[src/include/gw_regs.svh]
`ifndef GW_REGS_SVH
`define GW_REGS_SVH
`define OP_FAULT_LIST 8'h60
`define OP_AUTO_ADDR  8'he1
`define OP_MOTOR_CFG  8'he2
`define REC_READ      8'h01
`define REC_WRITE     8'h02
`define REC_SUBSLOT   8'h01
`define SLOT_SEG1     8'h00
`define SLOT_SEG2     8'h64
`define MOTOR_MAX     8'h10
`define ERR_OK        7'h00
`define ERR_UNKNOWN   7'h01
`define ERR_ABSENT    7'h21
`define ERR_NO_MOTOR  7'h22
`define ERR_CFG_LEN   7'h23
`define STAT_OK       4'h0
`define STAT_FAIL     4'hf
`define LEN_SHORT     6'h02
`define LEN_LIST      6'h0a
`define LEN_AUTO      6'h03
`define LEN_REC_READ  6'h24
`define LEN_REC_WRITE 6'h01
`define LEN_REC_WREQ  6'h23
`define LEN_REC_RREQ  6'h03
`define IMG_FIRST     6'h02
`define IMG_LAST      6'h21
`define REC_STAT_BYTE 6'h23
`define REC_DATA_OFS  6'h03
`define CFG_DATA_OFS  6'h04
`define BIT_TOGGLE    7
`define BIT_AB        5
`endif

[src/include/gw_pkg.sv]
package gw_pkg;
  typedef enum logic [1:0] {D_RECV, D_EXEC, D_SEND} dev_state_t;
  typedef enum logic [1:0] {H_IDLE, H_SEND, H_RECV} host_state_t;
  typedef logic [31:0][7:0] frame_data_t;
endpackage

[src/include/gw_link_if.sv]
`timescale 1ns/1ps
interface gw_link_if;
  logic       req_valid;
  logic [7:0] req_data;
  logic       req_last;
  logic       req_ready;
  logic       rsp_valid;
  logic [7:0] rsp_data;
  logic       rsp_last;
  logic       rsp_ready;
  modport dev (input req_valid, req_data, req_last, rsp_ready,
               output req_ready, rsp_valid, rsp_data, rsp_last);
  modport host (output req_valid, req_data, req_last, rsp_ready,
                input req_ready, rsp_valid, rsp_data, rsp_last);
endinterface

[src/core/node_fault_list.sv]
`timescale 1ns/1ps
module node_fault_list #(
  parameter int NODES = 64
) (
  input  wire logic             clk,
  input  wire logic             nrst,
  input  wire logic [NODES-1:0] node_active,
  input  wire logic             clear,
  output logic      [NODES-1:0] list
);
  typedef struct packed {
    logic [NODES-1:0] prev;
    logic [NODES-1:0] list;
  } trk_t;
  trk_t q;
  trk_t d;

  always_comb begin
    d = q;
    d.prev = node_active;
    // Set wins over clear so a drop during the read is kept
    d.list = (q.list & ~{NODES{clear}}) | (q.prev & ~node_active);
  end

  always_ff @(posedge clk) begin
    if (!nrst) begin
      q <= '0;
    end else begin
      q <= d;
    end
  end

  assign list = q.list;
endmodule

[src/core/gw_device.sv]
// Contract
// - Code 0x60 returns sticky node fault bitmap
// - Fault list request has no payload
// - Fault list payload is eight bytes
// - Bit set when enabled node drops out
// - Bits stay until list read, then clear
// - Positions without node address carry nothing
// - Code 0xE1 reports auto addressing state
// - Auto addressing payload one byte, bit 0
// - Flag one when on, zero when off
// - Code 0xE2 replaces node motor configuration
// - Only active motor capable nodes are written
// - Host sends length byte, at most 16
// - Error zero ok, 0x21 node absent
// - Record index 1 subslot 1 reads inputs
// - Slot 0 segment one, 100 segment two
// - Input image nibble per node, status byte 35
// - Record index 2 writes output image
`timescale 1ns/1ps
`include "gw_regs.svh"
module gw_device #(
  parameter int SEGS  = 2,
  parameter int NODES = 64
) (
  input  wire logic                   clk,
  input  wire logic                   nrst,
  gw_link_if.dev                      link,
  input  wire logic [SEGS*NODES-1:0]  node_active,
  input  wire logic [SEGS*NODES-1:0]  node_motor,
  input  wire logic [SEGS-1:0]        auto_addr,
  input  wire logic [SEGS*NODES*4-1:0] in_image,
  output logic      [SEGS*NODES*4-1:0] out_image,
  output logic                        motor_wr,
  output logic                        motor_seg,
  output logic      [5:0]             motor_node,
  output logic      [4:0]             motor_len,
  output logic      [127:0]           motor_cfg
);
  localparam int IMG = NODES * 4;

  typedef struct packed {
    gw_pkg::dev_state_t  st;
    logic [5:0]          idx;
    logic [7:0]          op;
    logic [7:0]          b1;
    logic [7:0]          b2;
    logic [7:0]          b3;
    gw_pkg::frame_data_t dat;
    logic [5:0]          len;
    logic [6:0]          err;
    logic [3:0]          status;
    logic [SEGS-1:0][IMG-1:0] oimg;
    logic                mwr;
    logic                mseg;
    logic [5:0]          mnode;
    logic [4:0]          mlen;
    logic                req_ready;
    logic                rsp_valid;
    logic                rsp_last;
    logic [7:0]          rsp_data;
  } core_t;

  core_t q;
  core_t d;
  logic [SEGS-1:0]            list_clr;
  logic [SEGS-1:0][NODES-1:0] fault;

  genvar g;
  generate
    for (g = 0; g < SEGS; g++) begin : g_seg
      node_fault_list #(.NODES(NODES)) u_list (
        .clk         (clk),
        .nrst        (nrst),
        .node_active (node_active[g*NODES +: NODES]),
        .clear       (list_clr[g]),
        .list        (fault[g])
      );
      assign out_image[g*IMG +: IMG] = q.oimg[g];
    end
  endgenerate

  function automatic logic is_rec(input logic [7:0] op);
    return (op == `REC_READ) || (op == `REC_WRITE);
  endfunction

  function automatic logic [7:0] resp_byte(input core_t s, input logic [5:0] i);
    logic [5:0] k;
    k = i - `IMG_FIRST;
    if (s.op == `REC_WRITE) begin
      return {4'h0, s.status};
    end else if (s.op == `REC_READ) begin
      if (i == `REC_STAT_BYTE) begin
        return {4'h0, s.status};
      end else if (i >= `IMG_FIRST && i <= `IMG_LAST) begin
        return s.dat[k[4:0]];
      end else begin
        return 8'h00;
      end
    end else if (i == 6'h00) begin
      return s.op;
    end else if (i == 6'h01) begin
      return {s.b1[`BIT_TOGGLE], s.err};
    end else begin
      return s.dat[k[4:0]];
    end
  endfunction

  logic        seg;
  logic        rseg;
  logic        rec_ok;
  logic [6:0]  node;
  logic [5:0]  dofs;
  logic [5:0]  nidx;
  logic [NODES-1:0] flist;

  always_comb begin
    d = q;
    d.mwr = 1'b0;
    list_clr = '0;
    seg = q.b1[0];
    rseg = (q.b1 == `SLOT_SEG2);
    rec_ok = ((q.b1 == `SLOT_SEG1) || rseg) && (q.b2 == `REC_SUBSLOT);
    node = {seg, q.b2[`BIT_AB], q.b2[4:0]};
    dofs = (q.op == `REC_WRITE) ? `REC_DATA_OFS : `CFG_DATA_OFS;
    nidx = q.idx - dofs;
    flist = fault[seg];
    flist[0] = 1'b0;
    flist[NODES/2] = 1'b0;
    unique case (q.st)
      gw_pkg::D_RECV: begin
        if (link.req_valid) begin
          // Header bytes only; an early last just leaves them stale
          unique case (q.idx)
            6'h00: d.op = link.req_data;
            6'h01: d.b1 = link.req_data;
            6'h02: d.b2 = link.req_data;
            6'h03: d.b3 = link.req_data;
            default: ;
          endcase
          if (q.idx >= dofs && nidx < 6'h20 && (is_rec(q.op) || q.op == `OP_MOTOR_CFG)) begin
            d.dat[nidx[4:0]] = link.req_data;
          end
          if (q.idx != 6'h3f) begin
            d.idx = q.idx + 6'h01;
          end
          if (link.req_last) begin
            d.st = gw_pkg::D_EXEC;
            d.req_ready = 1'b0;
          end
        end
      end
      gw_pkg::D_EXEC: begin
        d.err = `ERR_OK;
        d.status = `STAT_OK;
        d.len = `LEN_SHORT;
        unique case (q.op)
          `OP_FAULT_LIST: begin
            // No payload expected; extra bytes were ignored
            d.dat = '0;
            d.dat[7:0] = flist;
            list_clr[seg] = 1'b1;
            d.len = `LEN_LIST;
          end
          `OP_AUTO_ADDR: begin
            d.dat = '0;
            d.dat[0] = {7'h00, auto_addr[seg]};
            d.len = `LEN_AUTO;
          end
          `OP_MOTOR_CFG: begin
            if (q.b3 > `MOTOR_MAX) begin
              d.err = `ERR_CFG_LEN;
            end else if (!node_active[node]) begin
              d.err = `ERR_ABSENT;
            end else if (!node_motor[node]) begin
              d.err = `ERR_NO_MOTOR;
            end else begin
              d.mwr = 1'b1;
              d.mseg = seg;
              d.mnode = node[5:0];
              d.mlen = q.b3[4:0];
            end
          end
          `REC_READ: begin
            d.len = `LEN_REC_READ;
            d.dat = '0;
            if (rec_ok) begin
              for (int j = 0; j < 32; j++) begin
                d.dat[j] = {in_image[rseg*IMG + 8*j +: 4], in_image[rseg*IMG + 8*j + 4 +: 4]};
              end
              d.dat[0][7:4] = 4'h0;
              d.dat[16][7:4] = 4'h0;
            end else begin
              d.status = `STAT_FAIL;
            end
          end
          `REC_WRITE: begin
            d.len = `LEN_REC_WRITE;
            if (rec_ok) begin
              for (int j = 0; j < 32; j++) begin
                d.oimg[rseg][8*j +: 4] = q.dat[j][7:4];
                d.oimg[rseg][8*j + 4 +: 4] = q.dat[j][3:0];
              end
            end else begin
              d.status = `STAT_FAIL;
            end
          end
          default: d.err = `ERR_UNKNOWN;
        endcase
        d.st = gw_pkg::D_SEND;
        d.idx = 6'h00;
        d.rsp_valid = 1'b1;
        d.rsp_data = resp_byte(d, 6'h00);
        d.rsp_last = (d.len == 6'h01);
      end
      gw_pkg::D_SEND: begin
        if (link.rsp_ready) begin
          if (q.rsp_last) begin
            d.st = gw_pkg::D_RECV;
            d.idx = 6'h00;
            d.rsp_valid = 1'b0;
            d.rsp_last = 1'b0;
            d.req_ready = 1'b1;
          end else begin
            d.idx = q.idx + 6'h01;
            d.rsp_data = resp_byte(q, q.idx + 6'h01);
            d.rsp_last = (q.idx + 6'h02 == q.len);
          end
        end
      end
    endcase
  end

  always_ff @(posedge clk) begin
    if (!nrst) begin
      q <= '0;
      q.req_ready <= 1'b1;
    end else begin
      q <= d;
    end
  end

  assign link.req_ready = q.req_ready;
  assign link.rsp_valid = q.rsp_valid;
  assign link.rsp_data  = q.rsp_data;
  assign link.rsp_last  = q.rsp_last;
  assign motor_wr   = q.mwr;
  assign motor_seg  = q.mseg;
  assign motor_node = q.mnode;
  assign motor_len  = q.mlen;
  assign motor_cfg  = q.dat[15:0];
endmodule

[src/flat_wrapper.sv]
// flat-port wrapper written by rule: the top's interface ports become plain ports
module gw_device_flat 
#(
  parameter int SEGS  = 2,
  parameter int NODES = 64
)
  (clk, nrst, node_active, node_motor, auto_addr, in_image, out_image, motor_wr, motor_seg, motor_node, motor_len, motor_cfg, link_req_valid, link_req_data, link_req_last, link_rsp_ready, link_req_ready, link_rsp_valid, link_rsp_data, link_rsp_last);
  gw_link_if link_i ();
  input  wire logic clk;
  input  wire logic nrst;
  input  wire logic [SEGS*NODES-1:0] node_active;
  input  wire logic [SEGS*NODES-1:0] node_motor;
  input  wire logic [SEGS-1:0] auto_addr;
  input  wire logic [SEGS*NODES*4-1:0] in_image;
  output logic      [SEGS*NODES*4-1:0] out_image;
  output logic motor_wr;
  output logic motor_seg;
  output logic      [5:0] motor_node;
  output logic      [4:0] motor_len;
  output logic      [127:0] motor_cfg;
  input wire logic [$bits(link_i.req_valid)-1:0] link_req_valid;
  input wire logic [$bits(link_i.req_data)-1:0] link_req_data;
  input wire logic [$bits(link_i.req_last)-1:0] link_req_last;
  input wire logic [$bits(link_i.rsp_ready)-1:0] link_rsp_ready;
  output wire logic [$bits(link_i.req_ready)-1:0] link_req_ready;
  output wire logic [$bits(link_i.rsp_valid)-1:0] link_rsp_valid;
  output wire logic [$bits(link_i.rsp_data)-1:0] link_rsp_data;
  output wire logic [$bits(link_i.rsp_last)-1:0] link_rsp_last;
  assign link_i.req_valid = link_req_valid;
  assign link_i.req_data = link_req_data;
  assign link_i.req_last = link_req_last;
  assign link_i.rsp_ready = link_rsp_ready;
  assign link_req_ready = link_i.req_ready;
  assign link_rsp_valid = link_i.rsp_valid;
  assign link_rsp_data = link_i.rsp_data;
  assign link_rsp_last = link_i.rsp_last;
  gw_device #(.SEGS(SEGS), .NODES(NODES)) u_core (.clk(clk), .nrst(nrst), .link(link_i), .node_active(node_active), .node_motor(node_motor), .auto_addr(auto_addr), .in_image(in_image), .out_image(out_image), .motor_wr(motor_wr), .motor_seg(motor_seg), .motor_node(motor_node), .motor_len(motor_len), .motor_cfg(motor_cfg));
endmodule
[config.mk]
export PLATFORM = sky130hd
export DESIGN_NAME = gw_device_flat
export DESIGN_NICKNAME = d
export VERILOG_FILES = /design/src/include/gw_pkg.sv /design/src/include/gw_link_if.sv /design/src/core/node_fault_list.sv /design/src/core/gw_device.sv /design/src/flat_wrapper.sv
export VERILOG_INCLUDE_DIRS = /design/src /design/src/include
export SDC_FILE = /design/constraint.sdc
export NUM_CORES = 2
export LEC_CHECK = 0
export BUFFER_PORTS_ARGS = -buffer_cell sky130_fd_sc_hd__clkbuf_2
export CAP_MARGIN = 20
export CORE_AREA = 2 2 558 560
export DETAILED_ROUTE_END_ITERATION = 6
export DIE_AREA = 0 0 560 562
export HOLD_SLACK_MARGIN = 0.05
export SLEW_MARGIN = 30
export SYNTH_ARGS = -nofsm -noshare
export SYNTH_HDL_FRONTEND = slang
export SYNTH_SLANG_ARGS = --single-unit
[constraint.sdc]
create_clock -name clk -period 7.3 [get_ports clk]
set_clock_uncertainty 0.05 [all_clocks]
set_input_delay 0.365 -clock clk [delete_from_list [all_inputs] [get_ports clk]]
set_output_delay 0.365 -clock clk [all_outputs]
set_load 0.02 [all_outputs]
# Yosys cells after proc, flatten, opt, wreduce, memory -nomap -nowiden

Cells that the tools add are included.

Add/sub/neg operators: 67
Magnitude comparators: 13
Equal/unequal tests: 25
Shift operators: 62
Mux-type cells: 250
Bitwise gates (word level): 15
Reduce and logical (&&, ||, !) cells: 33

Operators by type and width:

| kind                                           | count |
|---|---|
| bitwise mux 512 bit                            | 64 |
| variable part select 512 x 33 -> 4 bit         | 62 |
| demux 256 bit (select 1 bit)                   | 64 |
| adder 32 x 3 -> 32 bit (second input constant) | 31 |
| 2-to-1 mux 256 bit                             | 3 |
| case mux 256 bit (3 select lines)              | 1 |
| case mux 256 bit (2 select lines)              | 1 |
| 2-to-1 mux 296 bit                             | 1 |
| bitwise AND 64 bit                             | 4 |
| bitwise mux 256 bit                            | 1 |
| NOT 64 bit                                     | 4 |
| 2-to-1 mux 252 bit                             | 1 |
| 2-to-1 mux 248 bit                             | 1 |
| 2-to-1 mux 244 bit                             | 1 |
| 2-to-1 mux 240 bit                             | 1 |
| 2-to-1 mux 236 bit                             | 1 |
| 2-to-1 mux 232 bit                             | 1 |
| 2-to-1 mux 228 bit                             | 1 |
| 2-to-1 mux 224 bit                             | 1 |
| 2-to-1 mux 220 bit                             | 1 |
| 2-to-1 mux 216 bit                             | 1 |
| 2-to-1 mux 212 bit                             | 1 |
| 2-to-1 mux 208 bit                             | 1 |
| 2-to-1 mux 204 bit                             | 1 |
| other kinds (115)                              | 216 |

Register bits after elaboration: 1,105
Input port bits: 783
Output and inout port bits: 664
Word-level logic and storage cells: 520

# Longest topological paths before layout

Depth in word-level cells: 69
Depth in mapped cells: 16

# Modules after synthesis

From an unflattened synthesis, not the netlist that was laid out.

Cells, all modules: 6,148
Area total of the unflattened synthesis: 55,450.7 µm²

By module, submodules not included:

| module          | times used | cells an instance | area an instance (µm²) | seq. area each (µm²) |
|---|---|---|---|---|
| gw_device       | 1          | 5,210             | 45,478.6               | 16,816.1 |
| node_fault_list | 2          | 469               | 4,986.0                | 2,562.5 |

# Worst setup path after synthesis

OpenSTA, ideal clock, no wires.

Path kind: reg2reg
Start point: reg u_core.q[841] (netlist bit)
End point: reg u_core.q (netlist bit u_core.link.rsp_data[0])
Arrival: 4,813 ps
Setup slack: 2,307 ps
Cell stages (with the launch flop): 16
Cells stage by stage: dfxtp_1 > buf_2 > inv_1 > ha_1 > clkbuf_1 > buf_2 > buf_1 > buf_1 > inv_1 > ha_1 > xnor2_1 > buf_4 > mux4_2 > mux2_2 > a2111oi_0 > nor3_1

Word-level cells in the longest chain between the ends: 11
Elaborated cells on any way between the ends: 19
Classes of those cells: add/sub (2); order compare (2); eq/ne (2); mux (11); reduce/logical (2)

RTL lines:

| item                                       | line                              | text |
|---|---|---|
| from (decl)                                | gw_device.sv:63                   | `core_t q;` |
| adder 6 x 1 -> 6 bit (*)                   | gw_device.sv:225                  | `d.rsp_data = resp_byte(q, q.idx + 6'h01);` |
| subtractor 5 x 2 -> 5 bit (no line)        | --                                |  |
| binary-select mux 8 bit (select 5 bit)     | gw_device.sv:95, gw_device.sv:104 |  |
| 2-to-1 mux 8 bit (implied by the code)     | gw_device.sv:95, gw_device.sv:104 |  |
| 2-to-1 mux 8 bit, on equally long branches | gw_device.sv:101, gw_device.sv:94 |  |
| 2-to-1 mux 8 bit, on equally long branches | gw_device.sv:99, gw_device.sv:92  |  |
| 2-to-1 mux 8 bit (*)                       | gw_device.sv:91                   | `` end else if (s.op == `REC_READ) begin `` |
| 2-to-1 mux 8 bit (*)                       | gw_device.sv:89                   | `` if (s.op == `REC_WRITE) begin `` |
| 2-to-1 mux 8 bit (*)                       | gw_device.sv:217                  | `if (q.rsp_last) begin` |
| 2-to-1 mux 11 bit (*)                      | gw_device.sv:216                  | `if (link.rsp_ready) begin` |
| case mux 10 bit (2 select lines) (*)       | gw_device.sv:129                  | `unique case (q.st)` |

Every way passes the cells marked *; elsewhere a longest branch is shown, timed or not. The select of a mux whose other input is x is not followed.
A chain may end at the register's enable or synchronous reset.

# Worst setup path in the final report

Start point: reg u_core.q[841] (netlist bit)
End point: reg u_core.q (netlist bit u_core.motor_cfg[95])

Word-level cells in the longest chain between the ends: 9
Elaborated cells on any way between the ends: 16
Classes of those cells: add/sub (1); order compare (4); eq/ne (1); mux (6); reduce/logical (4)

RTL lines:

| item                                                                                                      | line             | text |
|---|---|---|
| subtractor 6 bit                                                                                          | gw_device.sv:125 | `nidx = q.idx - dofs;` |
| less-than comparator 5 x 6 -> 1 bit (implied by the code) or >= comparator 5 x 1 -> 1 bit (tied branches) | gw_device.sv:141 | `d.dat[nidx[4:0]] = link.req_data;` |
| logical AND 1 bit (implied by the code)                                                                   | gw_device.sv:141 |  |
| 2-to-1 mux 8 bit (implied by the code)                                                                    | gw_device.sv:141 |  |
| demux 8 bit (select 5 bit)                                                                                | gw_device.sv:141 |  |
| bitwise mux 256 bit                                                                                       | gw_device.sv:141 |  |
| 2-to-1 mux 256 bit                                                                                        | gw_device.sv:140 | `` if (q.idx >= dofs && nidx < 6'h20 && (is_rec(q.op) \|\| q.op == `OP_MOTOR_CFG)) begin `` |
| 2-to-1 mux 296 bit                                                                                        | gw_device.sv:131 | `if (link.req_valid) begin` |
| case mux 256 bit (2 select lines)                                                                         | gw_device.sv:129 |  |

Parallel ways exist; a longest one is shown, timed or not. The select of a mux whose other input is x is not followed.

==> flow_metrics.tcl <==
set metrics [dict create \
    yosysMostFrequentCell "nand2_1" \
    holdCritPathClass "in -> reg" \
    gp_congestion 0.984 \
    synth_top_cells_by_count "nand2_1 (1187), dfxtp_1 (1088), a21oi_1 (772)" \
    first_global_vias 48600 \
    grt_first_pass_wirelength_um 457000 \
    synth_top_family_by_area "compound AO/OA/AOI/OAI gates" \
    pwr-share-seq_pct 40.3 \
    slew_violations 0 \
    track_usage_pct 21.5 \
    synth_edf_count 0 \
    ant_nets 0 \
    synthMuxAreaShare_pct 12.7 \
    cp_top_family "compound AO/OA/AOI/OAI gates" \
    grt_setup_unrepaired "no" \
    cts_resized 0 \
    viasPerCell 4.45 \
    drt-total-wl_um 354000 \
    synth-compound-area-share_pct 17.0 \
    switching_share_pct 27.2 \
    grt_max_degree 204 \
    relSlewSlack_pct 23.6 \
    synthTopCellsByArea "dfxtp_1 (41%), buf_4 (9.5%), nand2_1 (8.3%), mux2i_1 (7.6%), a21oi_1 (7.2%)" \
    leakagePower_uw 0.0270 \
    rows 204 \
    finalCriticalPeriod_ns 5.19 \
    dr.pass1.iters 6 \
    setup_viol_count_final 0 \
    synth_top_cell_area_share_pct 40.5 \
    drv_cap 0 \
    slowest_delay_ns 0.96 \
    antenna_found_initial 96 \
    ctsHtreeMaxLevel 4 \
    syn_area_sq_um 53700 \
    async_reset_ff_share_pct 0 \
    io_pins 1447 \
    crit_path_max_fanout 36 \
    synth.distinct_cells 77 \
    core_sq_um 308000 \
    intPower_uw 11000 \
    area_delta_synth_final_pct 29.5 \
    critPathBufInv 2 \
    routed-via-count 51300 \
    insertion_delay_ns 0.83 \
    cts_made_buffers 145 \
    cpMaxStageDelayCell "a211oi_4" \
    root_buffer "clkbuf_16" \
    tns_ns 0 \
    fin_crit_sh_pct 71.1 \
    port_buffers 1430 \
    status "completed" \
    hpwl_um 274000 \
    die-area_sq_um 315000 \
    crit_path_start_kind "register" \
    synth_fa_ha_area_share_pct 0.340 \
    r2r_setup_slack_ns 2.11 \
    cp_data_required_time_ns 7.91 \
    crit_arrival_ns 5.80 \
    finalCoreUtilization_pct 22.6 \
    dieWidth_um 560 \
    drive_gt1_share_pct 27.7 \
    start_util_pct 17.4 \
    finalPower_uw 15100 \
    yosysTopAreaCell "dfxtp_1" \
    drtIter0Drc 4889 \
    synthSimpleGateAreaFrac_pct 16.3 \
    post-route-drc-count 0 \
    syn_avg_cell_area_sq_um 8.58 \
    syn_nets 7058 \
    clock_path_buffers 4 \
    p_comb_share_pct 9.9 \
    p_sw_uw 4110 \
    die_h_um 562 \
    wl_per_cell_um 30.7 \
    end_kind "register" \
    finalHoldViolations 0 \
    synth-seq-area-share_pct 40.5 \
    synthFlopType "dfxtp_1" \
    path_cells "inv_1, nand3_1, inv_1, fa_1, or3_4, nand2b_4, a211oi_2, o21ai_0, a211oi_4, o221ai_1, o211a_1" \
    synth.ff_latch_count 1088 \
    nets 8021 \
    cts.sink_count 1088 \
    synth_xor_area_share_pct 0.179 \
    max_slew.worst_pin.slew_ns 1.14 \
    yosys_warnings 0 \
    timing.fmax_mhz 193 \
    overflow 0 \
    ir_worst_vdd_uv 166 \
    cp_common_cell "inv_1" \
    tritoncts "yes" \
    p_per_area_nw_per_um2 218 \
    cts.clk_slew.worst_paths_ns 0.07 \
    synth_cells 6261 \
    critical_path_class "reg -> reg" \
    clockPowerShare_pct 49.8 \
]
==> path summary, 6_finish.rpt <==
path                                            start                    end  cells after the start
worst min register to register  u_core.out_image[456]  u_core.out_image[456]                      2
worst max register to register          u_core.q[841]   u_core.motor_cfg[95]                     11
worst max-delay path                    u_core.q[841]   u_core.motor_cfg[95]                     11
worst min-delay path                    in_image[139]          u_core.q[696]                      4
==> placed cells by master (no fill, tap or decap), types with 11 or more instances in the layout <==
cell,n
clkinv_2,24
ha_1,12
bufinv_16,14
clkbuf_1,20
dfxtp_1,1079
nand2_1,1179
o21ai_1,12
clkbuf_16,146
nor2_1,407
buf_12,12
clkbuf_2,1429
dlygate4sd3_1,365
o2111ai_1,11
clkbuf_8,21
and2_1,135
mux2i_1,397
nor2b_1,132
nand4_1,15
nand3_1,72
o21ai_0,76
diode_2,69
inv_1,17
a21oi_1,771
mux4_2,120
clkinv_4,11
a22oi_1,26
o211a_1,125
o221ai_1,125
buf_4,124
a211oi_4,12
a211oi_1,73
o22ai_1,108
nor3_1,31
==> through the flow <==
step / worst slack, ns / area, sq um / cells / hold slack [ns]
2_1_floorplan: 2.31 / 53700 / 6261 / 0.382
3_3_place_gp: 2.00 / 60500 / 10800 / 0.389
3_5_place_dp: 1.93 / 60600 / 10800 / 0.392
4_1_cts: 1.90 / 69200 / 11400 / 0.0520
5_1_grt: 1.89 / 69500 / 11500 / 0.0833
6_report: 2.11 / 69600 / 11500 / 0.0966
==> tightest hold or removal path, delay by kind of cell <==
family	cells	cell delay [ns]
AO/OA/AOI/OAI	2	0.33
buffers and inverters	1	0.08
multiplexers	1	0.11
==> layer usage <==
layer | track usage, % | part of all wire (%) | vias up
met2 | 36.4 | 47 | 2617
li1 | - | - | 23100
met3 | 4.90 | 7.5 | 531
met1 | 25.3 | 39 | 25000
met5 | 0 | 0.013 | -
met4 | 10.9 | 5.8 | 6
==> final cells by class <==
type | count | area, sq um
diodes | 69 | 173
clock inverters | 71 | 905
repair buffers | 1939 | 12200
inverters | 21 | 86.3
multi-input cells | 4029 | 25300
clock buffers | 187 | 4020
fillers | 34000 | 239000
flip-flops and latches | 1088 | 21800
well taps | 4120 | 5150
==> timing repair <==
action,4_1_cts,5_1_grt
hold buffers,365,0
buffers inserted,0,0
hold endpoints to repair,395,0
==> state kept, by name, indices dropped and copies added, names as in the netlist <==
name	cells
u_core.g_seg.u_list.q	124
u_core.motor_seg	1
u_core.link.rsp_valid	1
u_core.link.rsp_data	8
u_core.motor_cfg	128
u_core.motor_node	6
u_core.node	7
u_core.link.req_ready	1
u_core.q	169
u_core.motor_wr	1
u_core.motor_len	5
u_core.link.rsp_last	1
u_core.g_seg.u_list.list	124
u_core.out_image	512
==> power groups by stage <==
stage                     combinational [uW]  clock (uW)  sequential, uW
final                                   1500        7540            6100
after global routing                    1580        7950            6100
after CTS                               1490        7750            6100
after detailed placement                1330           0            6230
after global placement                  1320           0            6220
after floorplan                          604           0            6190
==> logic make-up (layout without fill, tap and decap cells) <==
group / Yosys count / in the layout
other cells: 0 / 69
buf+inv: 1144 / 2218
mux: 532 / 532
xor+xnor: 11 / 11
fa+ha+maj: 14 / 14
flops: 1088 / 1088
simple gates: 2051 / 2051
compound gates: 1421 / 1421
Power figures use the tool's default switching activity.
